<file path="src/common/hswc_pkg.sv">
package hswc_pkg;
  localparam int OPND_W = 8;
  localparam int NUM_SRC = 7;
  // source numbering, shared by release requests and interrupt enables
  localparam int SRC_PORT = 0;
  localparam int SRC_TIMER_ONE = 1;
  localparam int SRC_PIN = 2;
  localparam int SRC_PREDIV = 3;
  localparam int SRC_TIMER_TWO = 4;
  localparam int SRC_KEY = 5;
  localparam int SRC_FREQ = 6;
  // operand bit positions
  localparam int WAKE_EN_BIT = 4;
  localparam int HALT_EN_LSB = 1;
  localparam int HALT_EN_MSB = 6;
  localparam int STOP_KEY_BIT = 7;
  localparam int STOP_PIN_BIT = 5;
  localparam int STOP_PORT_BIT = 4;
  // status nibble positions
  localparam int STC_PIN = 0;
  localparam int STC_TIMER_ONE = 1;
  localparam int STC_STAGE = 2;
  localparam int STC_PREDIV = 3;
  localparam int STX_KEY = 0;
  localparam int STX_TIMER_TWO = 1;
  localparam int STX_FREQ = 3;
  // reset values
  localparam logic RST_WAKE_EN = 1'b0;
  localparam logic [5:0] RST_HALT_EN = 6'h00;
  localparam logic [6:0] RST_IRQ_EN = 7'h00;
  localparam logic [2:0] RST_STOP_EN = 3'h0;
  localparam logic [6:0] RST_REQ = 7'h00;
  typedef enum logic [2:0] {
    MODE_RUN = 3'b001,
    MODE_HALT = 3'b010,
    MODE_STOP = 3'b100
  } hswc_mode_type;
endpackage

</file>
<file path="src/rtl/hswc_core.sv">
`timescale 1ns/100ps
`default_nettype none
// Behaviour
// - port wake enable is write-only bit 4
// - enabled port change releases halt, sets flag
// - port high level releases stop when enabled
// - every stop release passes into halt
// - unconfirmed port level returns to stop
// - port flag sets request zero, maybe irq
// - port irq inhibited after accept until reconfig
// - six halt release enables per source
// - enabled source event releases halt
// - pin change releases stop when enabled
// - key level releases stop when enabled
// - seven interrupt enables per source
// - accept clears request and interrupt enable
// - three stop release enables bits 7,5,4
// - operand bit n maps to flag n
// - halt stops fetch, keeps clocks running
// - halt refused while release signal pending
// - accept ends halt, return re-enters halt, or stop after a port-level stop exit
// - start flags clear with request or enable
module hswc_core #(
  parameter int NUM_PORT = 4,
  parameter int NUM_KEY = 4
) (
  input wire logic core_clk_in,
  input wire logic sys_rst_in,
  input wire logic [hswc_pkg::OPND_W-1:0] operand_in,
  input wire logic port_wake_config_instr_in,
  input wire logic halt_enable_instr_in,
  input wire logic irq_enable_instr_in,
  input wire logic stop_release_instr_in,
  input wire logic release_clear_instr_in,
  input wire logic halt_instr_in,
  input wire logic stop_instr_in,
  input wire logic return_instr_in,
  input wire logic irq_ack_in,
  input wire logic [2:0] irq_ack_id_in,
  input wire logic [NUM_PORT-1:0] port_level_in,
  input wire logic port_change_in,
  input wire logic timer1_uflow_in,
  input wire logic pin_edge_in,
  input wire logic prediv_ovf_in,
  input wire logic prediv_stage15_in,
  input wire logic timer2_uflow_in,
  input wire logic [NUM_KEY-1:0] key_latched_in,
  input wire logic freqcnt_stop_in,
  output logic [6:0] irq_req_out,
  output logic [6:0] release_req_out,
  output logic port_start_cond_flag_out,
  output logic aux_start_cond_flag_out,
  output logic [3:0] status_c_out,
  output logic [3:0] status_x_out,
  output logic halt_mode_out,
  output logic stop_mode_out,
  output logic fetch_stop_out
);

  if (NUM_PORT < 1 || NUM_KEY < 1) begin : g_chk
    $error("hswc_core needs at least one port and one key input");
  end

  ////////////////////////////////////////////////////////////////////////////
  // control registers

  logic port_change_wake_en_r;
  logic [5:0] halt_en_r;
  logic [6:0] irq_en_r;
  logic [2:0] stop_en_r;
  logic port_irq_inhibit_r;
  logic [6:0] req_r;
  logic [6:0] req_set;
  logic [6:0] req_clr;
  logic [6:0] ack_onehot;
  logic [6:0] src_event;
  logic port_start_r;
  logic port_start_set;
  logic [3:0] status_c_r;
  logic [3:0] status_x_r;
  hswc_pkg::hswc_mode_type mode_r;
  hswc_pkg::hswc_mode_type resume_r;
  logic svc_active_r;
  logic from_port_stop_r;
  logic [6:1] gated_req;
  logic halt_pend;
  logic stop_port_cond;
  logic stop_pin_cond;
  logic stop_key_cond;
  logic stop_wake;
  logic key_or;

  assign key_or = |key_latched_in;
  assign ack_onehot = irq_ack_in ? 7'(8'h01 << irq_ack_id_in) : 7'h00;

  always_ff @(posedge core_clk_in) begin
    if (sys_rst_in) begin
      port_change_wake_en_r <= hswc_pkg::RST_WAKE_EN;
    end else if (port_wake_config_instr_in) begin
      port_change_wake_en_r <= operand_in[hswc_pkg::WAKE_EN_BIT];
    end
  end

  always_ff @(posedge core_clk_in) begin
    if (sys_rst_in) begin
      halt_en_r <= hswc_pkg::RST_HALT_EN;
    end else if (halt_enable_instr_in) begin
      halt_en_r <= operand_in[hswc_pkg::HALT_EN_MSB:hswc_pkg::HALT_EN_LSB];
    end
  end

  // software write wins over acceptance only when both land together
  always_ff @(posedge core_clk_in) begin
    if (sys_rst_in) begin
      irq_en_r <= hswc_pkg::RST_IRQ_EN;
    end else if (irq_enable_instr_in) begin
      irq_en_r <= operand_in[6:0];
    end else begin
      irq_en_r <= irq_en_r & ~ack_onehot;
    end
  end

  always_ff @(posedge core_clk_in) begin
    if (sys_rst_in) begin
      stop_en_r <= hswc_pkg::RST_STOP_EN;
    end else if (stop_release_instr_in) begin
      stop_en_r <= {operand_in[hswc_pkg::STOP_KEY_BIT], operand_in[hswc_pkg::STOP_PIN_BIT],
                    operand_in[hswc_pkg::STOP_PORT_BIT]};
    end
  end

  // acceptance of port irq blocks further ones until reconfigured
  always_ff @(posedge core_clk_in) begin
    if (sys_rst_in) begin
      port_irq_inhibit_r <= 1'b0;
    end else if (ack_onehot[hswc_pkg::SRC_PORT]) begin
      port_irq_inhibit_r <= 1'b1;
    end else if (port_wake_config_instr_in) begin
      port_irq_inhibit_r <= 1'b0;
    end
  end

  ////////////////////////////////////////////////////////////////////////////
  // start condition and release requests

  assign port_start_set = port_change_wake_en_r & port_change_in;

  always_ff @(posedge core_clk_in) begin
    if (sys_rst_in) begin
      port_start_r <= 1'b0;
    end else if (port_start_set) begin
      port_start_r <= 1'b1;
    end else if ((release_clear_instr_in && operand_in[hswc_pkg::SRC_PORT])
                 || (port_wake_config_instr_in && !operand_in[hswc_pkg::WAKE_EN_BIT])) begin
      port_start_r <= 1'b0;
    end
  end

  always_comb begin
    src_event = 7'h00;
    src_event[hswc_pkg::SRC_PORT] = port_start_set;
    src_event[hswc_pkg::SRC_TIMER_ONE] = timer1_uflow_in;
    src_event[hswc_pkg::SRC_PIN] = pin_edge_in;
    src_event[hswc_pkg::SRC_PREDIV] = prediv_ovf_in;
    src_event[hswc_pkg::SRC_TIMER_TWO] = timer2_uflow_in;
    src_event[hswc_pkg::SRC_KEY] = key_or;
    src_event[hswc_pkg::SRC_FREQ] = freqcnt_stop_in;
  end

  assign req_set = src_event;
  assign req_clr = (release_clear_instr_in ? operand_in[6:0] : 7'h00) | ack_onehot;

  // set beats clear so no wake event is dropped
  always_ff @(posedge core_clk_in) begin
    if (sys_rst_in) begin
      req_r <= hswc_pkg::RST_REQ;
    end else begin
      req_r <= (req_r & ~req_clr) | req_set;
    end
  end

  assign gated_req = req_r[6:1] & halt_en_r;

  // flags follow request and enable, so either clear drops them
  always_ff @(posedge core_clk_in) begin
    if (sys_rst_in) begin
      status_c_r <= 4'h0;
      status_x_r <= 4'h0;
    end else begin
      status_c_r[hswc_pkg::STC_PIN] <= gated_req[hswc_pkg::SRC_PIN];
      status_c_r[hswc_pkg::STC_TIMER_ONE] <= gated_req[hswc_pkg::SRC_TIMER_ONE];
      status_c_r[hswc_pkg::STC_STAGE] <= prediv_stage15_in;
      status_c_r[hswc_pkg::STC_PREDIV] <= gated_req[hswc_pkg::SRC_PREDIV];
      status_x_r[hswc_pkg::STX_KEY] <= gated_req[hswc_pkg::SRC_KEY];
      status_x_r[hswc_pkg::STX_TIMER_TWO] <= gated_req[hswc_pkg::SRC_TIMER_TWO];
      status_x_r[2] <= 1'b0;
      status_x_r[hswc_pkg::STX_FREQ] <= gated_req[hswc_pkg::SRC_FREQ];
    end
  end

  ////////////////////////////////////////////////////////////////////////////
  // halt / stop sequencing

  assign halt_pend = port_start_r | (|gated_req);
  assign stop_port_cond = stop_en_r[0] & port_change_wake_en_r & (|port_level_in);
  assign stop_pin_cond = stop_en_r[1] & halt_en_r[hswc_pkg::SRC_PIN - 1] & pin_edge_in;
  assign stop_key_cond = stop_en_r[2] & halt_en_r[hswc_pkg::SRC_KEY - 1] & key_or;
  assign stop_wake = stop_port_cond | stop_pin_cond | stop_key_cond;

  always_ff @(posedge core_clk_in) begin
    if (sys_rst_in) begin
      mode_r <= hswc_pkg::MODE_RUN;
    end else begin
      case (mode_r)
        hswc_pkg::MODE_RUN: begin
          if (stop_instr_in) begin
            mode_r <= (stop_wake || halt_pend) ? hswc_pkg::MODE_HALT : hswc_pkg::MODE_STOP;
          end else if (halt_instr_in && !halt_pend) begin
            mode_r <= hswc_pkg::MODE_HALT;
          end else if (return_instr_in && svc_active_r) begin
            mode_r <= resume_r;
          end
        end
        hswc_pkg::MODE_HALT: begin
          if (irq_ack_in || halt_pend) begin
            mode_r <= hswc_pkg::MODE_RUN;
          end else if (from_port_stop_r && !(|port_level_in)) begin
            mode_r <= hswc_pkg::MODE_STOP;
          end
        end
        hswc_pkg::MODE_STOP: begin
          if (stop_wake) begin
            mode_r <= hswc_pkg::MODE_HALT;
          end
        end
        default: begin
          mode_r <= hswc_pkg::MODE_RUN;
        end
      endcase
    end
  end

  // remembers a stop exit caused only by the raw port level
  always_ff @(posedge core_clk_in) begin
    if (sys_rst_in) begin
      from_port_stop_r <= 1'b0;
    end else if (mode_r == hswc_pkg::MODE_STOP) begin
      from_port_stop_r <= stop_port_cond & ~stop_pin_cond & ~stop_key_cond;
    end else if (mode_r != hswc_pkg::MODE_HALT || halt_pend || irq_ack_in) begin
      from_port_stop_r <= 1'b0;
    end
  end

  always_ff @(posedge core_clk_in) begin
    if (sys_rst_in) begin
      svc_active_r <= 1'b0;
      resume_r <= hswc_pkg::MODE_RUN;
    end else if (irq_ack_in) begin
      svc_active_r <= 1'b1;
      if (mode_r == hswc_pkg::MODE_HALT) begin
        resume_r <= from_port_stop_r ? hswc_pkg::MODE_STOP : hswc_pkg::MODE_HALT;
      end else begin
        resume_r <= hswc_pkg::MODE_RUN;
      end
    end else if (return_instr_in && mode_r == hswc_pkg::MODE_RUN) begin
      svc_active_r <= 1'b0;
    end
  end

  ////////////////////////////////////////////////////////////////////////////
  // outputs

  always_comb begin
    irq_req_out = req_r & irq_en_r;
    irq_req_out[hswc_pkg::SRC_PORT] = req_r[hswc_pkg::SRC_PORT] & irq_en_r[hswc_pkg::SRC_PORT]
                                      & ~port_irq_inhibit_r;
  end

  assign release_req_out = req_r;
  assign port_start_cond_flag_out = port_start_r;
  assign aux_start_cond_flag_out = |gated_req;
  assign status_c_out = status_c_r;
  assign status_x_out = status_x_r;
  assign halt_mode_out = mode_r == hswc_pkg::MODE_HALT;
  assign stop_mode_out = mode_r == hswc_pkg::MODE_STOP;
  assign fetch_stop_out = mode_r != hswc_pkg::MODE_RUN;

  ////////////////////////////////////////////////////////////////////////////
  // checks

  AST_WAKE_WRITE: assert property (@(posedge core_clk_in) disable iff (sys_rst_in)
    port_wake_config_instr_in |=> port_change_wake_en_r == $past(operand_in[4]))
    else $error("wake enable not taken from operand bit 4");

  AST_PORT_FLAG: assert property (@(posedge core_clk_in) disable iff (sys_rst_in)
    (port_change_wake_en_r && port_change_in) |=> port_start_r && req_r[0])
    else $error("port change did not raise start flag");

  AST_STOP_EXIT: assert property (@(posedge core_clk_in) disable iff (sys_rst_in)
    (mode_r == hswc_pkg::MODE_STOP && stop_wake) |=> mode_r == hswc_pkg::MODE_HALT)
    else $error("stop release did not pass into halt");

  AST_PORT_INHIBIT: assert property (@(posedge core_clk_in) disable iff (sys_rst_in)
    (irq_ack_in && irq_ack_id_in == 3'h0 && !port_wake_config_instr_in) |=> !irq_req_out[0])
    else $error("port irq raised while inhibited");

  AST_ACK_CLEAR: assert property (@(posedge core_clk_in) disable iff (sys_rst_in)
    (irq_ack_in && irq_ack_id_in == 3'h5 && !irq_enable_instr_in && !key_or)
    |=> !irq_en_r[5] && !req_r[5])
    else $error("accepted key irq not cleared");

  AST_HALT_REFUSED: assert property (@(posedge core_clk_in) disable iff (sys_rst_in)
    (mode_r == hswc_pkg::MODE_RUN && halt_instr_in && halt_pend && !stop_instr_in)
    |=> mode_r == hswc_pkg::MODE_RUN)
    else $error("halt entered with release pending");

  AST_HALT_ACK: assert property (@(posedge core_clk_in) disable iff (sys_rst_in)
    (mode_r == hswc_pkg::MODE_HALT && irq_ack_in) |=> mode_r == hswc_pkg::MODE_RUN ##0 svc_active_r)
    else $error("accepted irq did not end halt");

  AST_RETURN_HALT: assert property (@(posedge core_clk_in) disable iff (sys_rst_in)
    (mode_r == hswc_pkg::MODE_HALT && irq_ack_in && !from_port_stop_r)
    ##1 (return_instr_in && !stop_instr_in && !halt_instr_in) |=> mode_r == hswc_pkg::MODE_HALT)
    else $error("return did not re-enter halt");

  AST_FLAG_CLEAR: assert property (@(posedge core_clk_in) disable iff (sys_rst_in)
    (release_clear_instr_in && operand_in[1] && !timer1_uflow_in) |=> ##1 !status_c_out[1])
    else $error("timer one start flag survived request clear");

  AST_HALT_WAKE: assert property (@(posedge core_clk_in) disable iff (sys_rst_in)
    (mode_r == hswc_pkg::MODE_HALT && halt_en_r[0] && timer1_uflow_in) |-> ##[1:2] mode_r == hswc_pkg::MODE_RUN)
    else $error("enabled timer one event did not end halt");

  COV_STOP_PORT: cover property (@(posedge core_clk_in) disable iff (sys_rst_in)
    mode_r == hswc_pkg::MODE_STOP ##1 mode_r == hswc_pkg::MODE_HALT ##[1:20] mode_r == hswc_pkg::MODE_STOP);
  COV_HALT_IRQ: cover property (@(posedge core_clk_in) disable iff (sys_rst_in)
    mode_r == hswc_pkg::MODE_HALT && irq_ack_in);
  COV_HALT_WAKE: cover property (@(posedge core_clk_in) disable iff (sys_rst_in)
    mode_r == hswc_pkg::MODE_HALT && halt_pend && !irq_ack_in);

endmodule
`default_nettype wire

</file>
<file path="config.mk">
export PLATFORM = sky130hd
export DESIGN_NAME = hswc_core
export DESIGN_NICKNAME = d
export VERILOG_FILES = /design/src/common/hswc_pkg.sv /design/src/rtl/hswc_core.sv
export SDC_FILE = /design/constraint.sdc
export NUM_CORES = 1
export LEC_CHECK = 0
export BUFFER_PORTS_ARGS = -buffer_cell sky130_fd_sc_hd__buf_2
export CAP_MARGIN = 15
export CORE_UTILIZATION = 44
export CTS_BUF_LIST = sky130_fd_sc_hd__clkbuf_8 sky130_fd_sc_hd__clkbuf_16
export CTS_CLUSTER_SIZE = 30
export DETAILED_ROUTE_END_ITERATION = 10
export PLACE_DENSITY = 0.82
export SKIP_LAST_GASP = 1
export SLEW_MARGIN = 20
export SYNTH_ARGS = -nofsm -noshare
export SYNTH_HDL_FRONTEND = slang
export SYNTH_SLANG_ARGS = --single-unit
</file>
<file path="constraint.sdc">
create_clock -name core_clk_in -period 1.75 [get_ports core_clk_in]
set_input_delay 0.175 -clock core_clk_in [delete_from_list [all_inputs] [get_ports core_clk_in]]
set_output_delay 0.175 -clock core_clk_in [all_outputs]
set_load 0.02 [all_outputs]
</file>
Word level (Yosys, flattened, before mapping):

Cells that the tools add are included.

* logic and storage cells: 91
* bits of input ports: 37
* output and inout bits: 27
* flip-flop bits (word level): 42

* bitwise gates (word level): 25
* muxes and demuxes: 21
* shifts and indexed selects: 1
* reductions and logical operators: 22
* equality and inequality tests: 8

Operators with widths (number)
* two-way mux 3 bit: 9
* bitwise AND 7 bit: 3
* two-way mux 7 bit: 3
* inverter 7 bit: 2
* OR 7 bit: 2
* bitwise AND 1 bit: 11
* one-hot mux 3 bit (3 select lines): 1
* two-way mux 1 bit: 8
* nonzero test 2 bit: 4
* OR reduction 4 bit: 2
* left shift 1 x 3 -> 7 bit (first input constant): 1
* bitwise AND 6 bit: 1
* logical AND 1 bit: 6
* inequality test 3 x 1 -> 1 bit (second input constant): 2
* OR reduction 6 bit: 1
* logical OR 1 bit: 5
* inequality test 4 bit (second input constant): 1
* == test 3 x 1 -> 1 bit (second input constant): 1
* == test 3 x 2 -> 1 bit (second input constant): 1
* == test 3 bit (second input constant): 1
* logical NOT 1 bit: 3
* inequality test 3 x 2 -> 1 bit (second input constant): 1
* inverter 1 bit: 3
* OR 1 bit: 3
* 2 further kinds: 2

Longest topological paths before layout:

Gate-level depths: netlist of the first run.

* word-level depth: 8
* depth in mapped cells: 6

Least setup slack after synthesis of the first run:

Ideal clock, no wire load.

* path kind: reg-to-reg
* start point: register mode_r[1]
* end point: register mode_r[1]
* period minus slack after synthesis: 1799 ps
* buffers on the path: 0
* stages on the path, launching flop included: 5
* path slack: -49 ps
* data required time: 1690 ps
* data arrival time: 1739 ps
* path through: dfxtp_1 nor3b_1 nor4b_4 a21o_1 o31a_1

* longest elaborated chain between the ends: 3
* elaborated cells between the ends (all ways): 8
* classes of those cells: 6 x eq/ne; 1 x mux; 1 x reduce/logical

RTL lines
* start: declaration: line hswc_core.sv:81 `hswc_pkg::hswc_mode_type mode_r;`
* start signal: assignment: line hswc_core.sv:212 `mode_r <= hswc_pkg::MODE_RUN;`
* start signal: assignment: line hswc_core.sv:217 `mode_r <= (stop_wake || halt_pend) ? hswc_pkg::MODE_HALT : hswc_pkg::MODE_STOP;`
* start signal: assignment: line hswc_core.sv:219 `mode_r <= hswc_pkg::MODE_HALT;`
* == test 3 x 2 -> 1 bit *
* named net halt_mode_out: line hswc_core.sv:55 `output logic halt_mode_out,`
* inequality test 3 x 1 -> 1 bit (no line)
* AND reduction 3 bit (no line)

Mark *: on every way through the listed nets, which the timed path passes. The rest lies on a longest branch.
A chain may end at the register's enable or synchronous reset.

Worst setup path after layout of the first run:

* start point: register halt_en_r[2]
* end point: register mode_r[2]

* longest elaborated chain between the ends: 8
* elaborated cells between the ends (all ways): 15
* classes of those cells: 2 x eq/ne; 5 x mux; 2 x bitwise; 6 x reduce/logical

RTL lines
* start: declaration: line hswc_core.sv:68 `logic [5:0] halt_en_r;`
* start signal: assignment: line hswc_core.sv:106 `halt_en_r <= hswc_pkg::RST_HALT_EN;`
* start signal: assignment: line hswc_core.sv:108 `halt_en_r <= operand_in[hswc_pkg::HALT_EN_MSB:hswc_pkg::HALT_EN_LSB];`
* bitwise AND 6 bit *: line hswc_core.sv:182 `assign gated_req = req_r[6:1] & halt_en_r;`
* OR reduction 6 bit *: line hswc_core.sv:204 `assign halt_pend = port_start_r | (|gated_req);`
* OR 1 bit *: line hswc_core.sv:204
* logical NOT 1 bit: line hswc_core.sv:218 `end else if (halt_instr_in && !halt_pend) begin`
* logical AND 1 bit: line hswc_core.sv:218
* two-way mux 3 bit: line hswc_core.sv:218
* two-way mux 3 bit: line hswc_core.sv:216 `if (stop_instr_in) begin`
* one-hot mux 3 bit (3 select lines): line hswc_core.sv:214 `case (mode_r)`
* end signal: assignment: line hswc_core.sv:217
* end signal: assignment: line hswc_core.sv:219
* end signal: assignment: line hswc_core.sv:221 `mode_r <= resume_r;`

Mark *: on every way between the ends. The rest lies on a longest branch, timed or not.

==> out/qor.csv, run 1 <==
metric,value,unit
outcome,"complete, no violations",
core,3740,um^2
synth_area_leader_cell,dfxtp_1,
tightest_slew,637,ps
overflow,0,
drive_above_1_share,0.330,
dieWidth,65.3,um
place_congestion,0.947,
path_delay_family,simple AND/OR/NAND/NOR gates,
worstPathCellList,"a22o_1, or3_4, nor4b_4, a21o_1, nor3_1",
antenna_found_initial,0,
worst-path-buf-inv,0,
fillers,341,
root_buffer,clkbuf_8,
setup_tns,0,ps
wl,4040,um
period_share,0.982,
rsz0062_at_grt,yes,
switchingPower,580,uW
num_rows,22,
die_h,65.3,um
p_seq_frac,0.505,
drtIter0Drc,76,
yosysWarningCount,0,
syn_area,1760,um^2
clkPwrFrac,0.292,
track_usage,0.198,
syn2layout_area_growth,30.5,%
p_leak,0.00105,uW
cts_sinks,41,
clk_pin_slew_worst_paths,70,ps
slew_violations,0,
cp_data_arrival_time,1880,ps
synthTopCellsByArea,"dfxtp_1 47%, nand2_1 6.2%, nor2_1 6.0%, mux2i_1 5.7%, a21oi_1 4.5%",
first_pass_iters,4,
ys.flop_type,dfxtp_1,
avgRoutedWirePerCell,12.4,um
synth_edf_count,0,
power.total,2060,uW
hp-class,input pin to flip-flop,
min_period,1720,ps
ir_drop,442,uV
cp_slowest_cell,or3_4,
slew-limit-headroom,0.564,
cts_max_level,2,
final_nets,316,
start_util,0.470,
crit_required,1910,ps
ys_async_sr_fraction,0,
syn_nets,244,
drt.antenna.violating_nets,0,
grt_pass1_wl,6520,um
ys_top_cells_by_count,"41 x dfxtp_1, 29 x nand2_1, 28 x nor2_1",
ctsHoldBuffers,0,
critPathMaxStageDelay,440,ps
synth_top_area_frac,0.466,
p_comb_frac,0.203,
switching_share,0.281,
crit_type,flip-flop to flip-flop,
syn_inst,207,
grt_start_max_net_pins,27,
cts_buffers,5,
dp_hpwl,3100,um
route.vias.total,1734,
clk_latency,280,ps
seq_area_frac_synth,0.466,
dieArea,4260,um^2
fmax,582,MHz
cp_max_fo,5,
port_buffers,62,
maxCapViolCount,0,
power_density,899,nW/um^2
ys_types,33,
drc_errors,0,
setup_violations,0,
endpoint_kind,flip-flop,
syn_avg_cell_area,8.50,um^2
vias_per_cell,5.30,
ios,64,
hold_viol_final,0,
first_global_vias,1570,
multi_input_area,911,um^2
yosys_register_bits,41,
num_antenna_cells,0,
synth_most_common_cell,dfxtp_1,
skew,3.60,ps
crit_path_start_kind,flip-flop,
regArea,828,um^2
p_int,1480,uW
cts_buffer_depth,2,
cts_tree,done,
[cells by family after synthesis]
logic type | count (synthesis) | synth area share
AO/OA/AOI/OAI | 33 | 0.122
flip-flops | 41 | 0.466
multiplexers | 10 | 0.0569
AND/OR/NAND/NOR | 111 | 0.323
buffers and inverters | 11 | 0.0299
other | 1 | 0.00213
[sequential cells by signal (all words and copies together), names as in the netlist, 3 cells and up]
name / count
halt_en_r: 6
resume_r: 3
release_req_out: 7
status_c_out: 4
irq_en_r: 7
stop_en_r: 3
mode_r: 3
status_x_out: 3
[what timing repair did]
item,4_1_cts,5_1_grt
hold endpoints to repair,0,0
endpoints found under the setup margin,1,3
resized for setup,1,5
pin swaps,1,2
setup buffers,0,2
[metrics by stage]
step / hold WS, ps / instance area (um^2) / cells / util / worst slack, ps
final: 96.8 / 2300 / 327 / 0.614 / 31.5
after CTS: 87.0 / 2260 / 325 / 0.605 / -0.334
after global routing: 94.4 / 2300 / 327 / 0.614 / -42.0
after floorplan: 293 / 1770 / 207 / - / 15.2
after global placement: 385 / 2170 / 318 / 0.580 / 42.2
after detailed placement: 388 / 2170 / 318 / 0.580 / -5.29
[tightest hold or removal path: cells and delay by family]
family,cells,cell delay [ps]
buf+inv,1,80
simple gates,1,60
compound gates,1,30
[worst paths after layout]
kind                              from                             to  slack [ps]  cells after the start
max          halt_en_r[2]$_SDFFE_PP0P_         mode_r[2]$_SDFFE_PP0P_          30                      5
min                    freqcnt_stop_in  release_req_out[6]$_SDFF_PP0_         100                      3
max reg2reg  halt_en_r[2]$_SDFFE_PP0P_         mode_r[2]$_SDFFE_PP0P_          30                      5
min reg2reg  halt_en_r[3]$_SDFFE_PP0P_     status_x_out[1]$_SDFF_PP0_         450                      2
[cell usage in the layout, fill, tap and decap left out, types with 2 or more instances in the layout]
cell,instances
dfxtp_2,3
nand2b_1,5
nand3b_1,9
nor2_1,28
nand3_1,11
a21oi_1,16
and2_1,5
inv_1,2
a22o_1,2
buf_4,13
a31oi_1,5
clkbuf_8,6
buf_2,62
nor2b_1,7
mux2i_1,10
nand2_1,29
dfxtp_1,37
nor3_1,6
o21ai_0,3
nor4_1,4
[per-layer routing]
metal | global-route usage | wire length [um] | part of all wire | vias up
met3 | 0.0590 | 292 | 0.072 | 3
met4 | 0.0516 | 17 | 0.0042 | 0
li1 | - | - | - | 860
met1 | 0.239 | 1820 | 0.45 | 796
met5 | 0 | 0 | 0 | -
met2 | 0.339 | 1920 | 0.47 | 75
[area by class of cell]
class | count | area share
Inverter | 1 | 0.00163
Clock inverter | 1 | 0.00163
Sequential cell | 41 | 0.361
Multi-Input combinational cell | 155 | 0.397
Tap cell | 48 | 0.0261
Timing Repair Buffer | 75 | 0.178
Clock buffer | 6 | 0.0359
[power by group through the flow]
stage	Clock, uW	Sequential (uW)	Combinational (uW)
2_1_floorplan	0	1080	238
3_3_place_gp	0	1060	390
3_5_place_dp	0	1060	399
4_1_cts	621	1040	405
5_1_grt	661	1050	454
6_report	603	1040	419
(Power assumes the default switching activity.)
==> inputs of run 2 (changes only) <==
==> constraint.sdc (replaced) <==
create_clock -name core_clk_in -period 1.75 [get_ports core_clk_in]
set_input_delay 0.0875 -clock core_clk_in [delete_from_list [all_inputs] [get_ports core_clk_in]]
set_output_delay 0.0875 -clock core_clk_in [all_outputs]
set_load 0.02 [all_outputs]
==> run 2 against run 1 <==
Global-route usage is 1.7 points higher. Clock-buffer cell count stayed put. Sequential power hardly changed. Die area stayed put. Worst setup slack better by 14 ps. Via count is 0.81% lower. Utilization is 1.2 points higher. Non-clock buffer count is 2 higher. Sequential share of layout area is 0.93 points lower. Flip-flop and latch count stayed put. Hold slack worse by 68 ps. First-iteration DRC count is 13% lower. Largest cell class unchanged.
==> out/qor.csv, run 2 (synthesized netlist as in run 1, its figures left out) <==
metric,value,unit,change
path_delay_family,simple AND/OR/NAND/NOR gates,,unchanged
endpoint_kind,flip-flop,,unchanged
cts_sinks,41,,unchanged
r2r_end,mode_r[2]$_SDFFE_PP0P_,,unchanged
track_usage,0.215,,was 0.198
p_leak,0.00107,uW,was 0.00105 uW
port_buffers,62,,unchanged
drtIter0Drc,66,,was 76
power.total,2240,uW,was 2060 uW
power_density,957,nW/um^2,was 899 nW/um^2
syn2layout_area_growth,33.1,%,was 30.5%
antenna_found_initial,0,,unchanged
min_path_cells,3,,unchanged
dp_hpwl,3160,um,was 3100 um
num_antenna_cells,0,,unchanged
top_usage_layer,met2,,unchanged
slew_violations,0,,unchanged
avgRoutedWirePerCell,13.1,um,was 12.4 um
clkPwrFrac,0.347,,was 0.292
cts_tree,done,,unchanged
ios,64,,unchanged
cp_slowest_cell,or3_4,,unchanged
rrSetupSlack,50,ps,was 30 ps
fin_hold_ws,28.5,ps,was 96.8 ps
outcome,"complete, no violations",,unchanged
start_util,0.470,,unchanged
vias_per_cell,5.21,,was 5.30
min_period,1700,ps,was 1720 ps
first_pass_iters,4,,unchanged
p_int,1640,uW,was 1480 uW
grt_start_max_net_pins,27,,unchanged
switchingPower,605,uW,was 580 uW
drc_errors,0,,unchanged
die_h,65.3,um,unchanged
grt_pass1_wl,6970,um,was 6520 um
drt.antenna.violating_nets,0,,unchanged
grt_use_met2,0.357,,was 0.339
overflow,0,,unchanged
worstPathCellList,"a22o_1, or3_4, nor4_1, a2111oi_1, nor3_1",,"was a22o_1, or3_4, nor4b_4, a21o_1, nor3_1"
hp-class,input pin to flip-flop,,unchanged
crit_required,1970,ps,was 1910 ps
placedCellCount,318,,unchanged
period_share,0.974,,was 0.982
maxCapViolCount,0,,unchanged
setup_violations,0,,unchanged
grt_use_met3,0.0573,,was 0.0590
hold_path_end,release_req_out[6]$_SDFF_PP0_,,unchanged
drive_above_1_share,0.312,,was 0.330
dieArea,4260,um^2,unchanged
cp_data_arrival_time,1920,ps,was 1880 ps
crit_path_start_kind,flip-flop,,unchanged
most-common-layout-cells,"62 x buf_2, 39 x dfxtp_1, 29 x nand2_1",,"was 62 x buf_2, 37 x dfxtp_1, 29 x nand2_1"
place_congestion,0.862,,was 0.947
slew-limit-headroom,0.637,,was 0.564
finish.utilization,0.626,,was 0.614
skew,4.68,ps,was 3.60 ps
final_cell_area,2340,um^2,was 2300 um^2
clk_latency,290,ps,was 280 ps
crit_type,flip-flop to flip-flop,,unchanged
hold_viol_final,0,,unchanged
critPathMaxStageDelay,450,ps,was 440 ps
fillers,346,,was 341
cts_buffer_depth,2,,unchanged
placed_area,2170,um^2,unchanged
fmax,587,MHz,was 582 MHz
clk_pin_slew_worst_paths,80,ps,was 70 ps
route.vias.total,1720,,was 1734
num_rows,22,,unchanged
dieWidth,65.3,um,unchanged
hold_start,freqcnt_stop_in,,unchanged
tightest_slew,543,ps,was 637 ps
rr_startpoint,release_req_out[3]$_SDFF_PP0_,,was halt_en_r[2]$_SDFFE_PP0P_
wl,4320,um,was 4040 um
ir_drop,670,uV,was 442 uV
worst_r2r_path_depth,5,,unchanged
p_comb_frac,0.188,,was 0.203
cts_buffers,5,,unchanged
final_cells,330,,was 327
rsz0062_at_grt,yes,,unchanged
p_seq_frac,0.465,,was 0.505
cp_max_fo,5,,unchanged
switching_share,0.270,,was 0.281
cts_max_level,2,,unchanged
first_global_vias,1534,,was 1570
final_nets,318,,was 316
core,3740,um^2,unchanged
root_buffer,clkbuf_8,,unchanged
final_common_cell,buf_2,,unchanged
worst-path-buf-inv,0,,unchanged
gr-usage-met1,0.262,,was 0.239
## run 2: cell count changes in the layout (fill, tap and decap cells not counted), sizes merged
| cell | previous run | this run |
|---|---|---|
| dlygate4sd3 | 0 | 4 |
| buf | 75 | 73 |
| bufinv | 0 | 1 |
## run 2: worst min-delay path: stages
cell,delay (ps)
buf_2,80
a31oi_1,30
nor2_1,90
## run 2: how the worst max path moves through the flow
stage	depth (start not counted)	to	start
6_report	5	mode_r[2]$_SDFFE_PP0P_	release_req_out[3]$_SDFF_PP0_
5_1_grt	5	mode_r[2]$_SDFFE_PP0P_	release_req_out[3]$_SDFF_PP0_
4_1_cts	5	mode_r[2]$_SDFFE_PP0P_	release_req_out[2]$_SDFF_PP0_
3_5_place_dp	5	mode_r[2]$_SDFFE_PP0P_	release_req_out[3]$_SDFF_PP0_
3_3_place_gp	5	mode_r[2]$_SDFFE_PP0P_	release_req_out[2]$_SDFF_PP0_
2_1_floorplan	6	mode_r[1]$_SDFFE_PP0P_	release_req_out[5]$_SDFF_PP0_
## run 2: timing repair
item,in CTS,in global routing
resized for setup,1,3
buffers inserted,0,0
hold buffers,4,0
hold endpoints to repair,4,0
endpoints found under the setup margin,1,2
pin swaps,0,3
## run 2: power groups by stage
stage | logic [uW] | registers (uW) | clock network [uW]
3_3_place_gp | 391 | 1060 | 0
5_1_grt | 462 | 1050 | 826
3_5_place_dp | 399 | 1060 | 0
4_1_cts | 412 | 1040 | 793
6_report | 422 | 1040 | 778
2_1_floorplan | 238 | 1080 | 0
## run 2: cell type report
class                      count  area (um^2)  area share
clock buffer                   6         82.6      0.0352
clock inverter                 2         33.8      0.0144
inverter                       1         3.75     0.00160
multi-input combinational    155          907       0.387
sequential                    41          823       0.351
tap                           48         60.1      0.0256
timing repair buffer          77          433       0.185
## run 2: per-layer routing
| layer | wire [um] | vias to the layer above |
|---|---|---|
| li1 | - | 869 |
| met1 | 1940 | 786 |
| met2 | 2060 | 61 |
| met3 | 286 | 4 |
| met4 | 36 | 0 |
| met5 | 0 | - |
## run 2: metrics by stage
stage | setup WS (ps) | setup TNS, ps
after floorplan | 15.2 | 0
after global placement | 53.2 | 0
after detailed placement | 26.7 | 0
after CTS | 29.7 | 0
after global routing | -41.8 | -63.3
final | 45.1 | 0
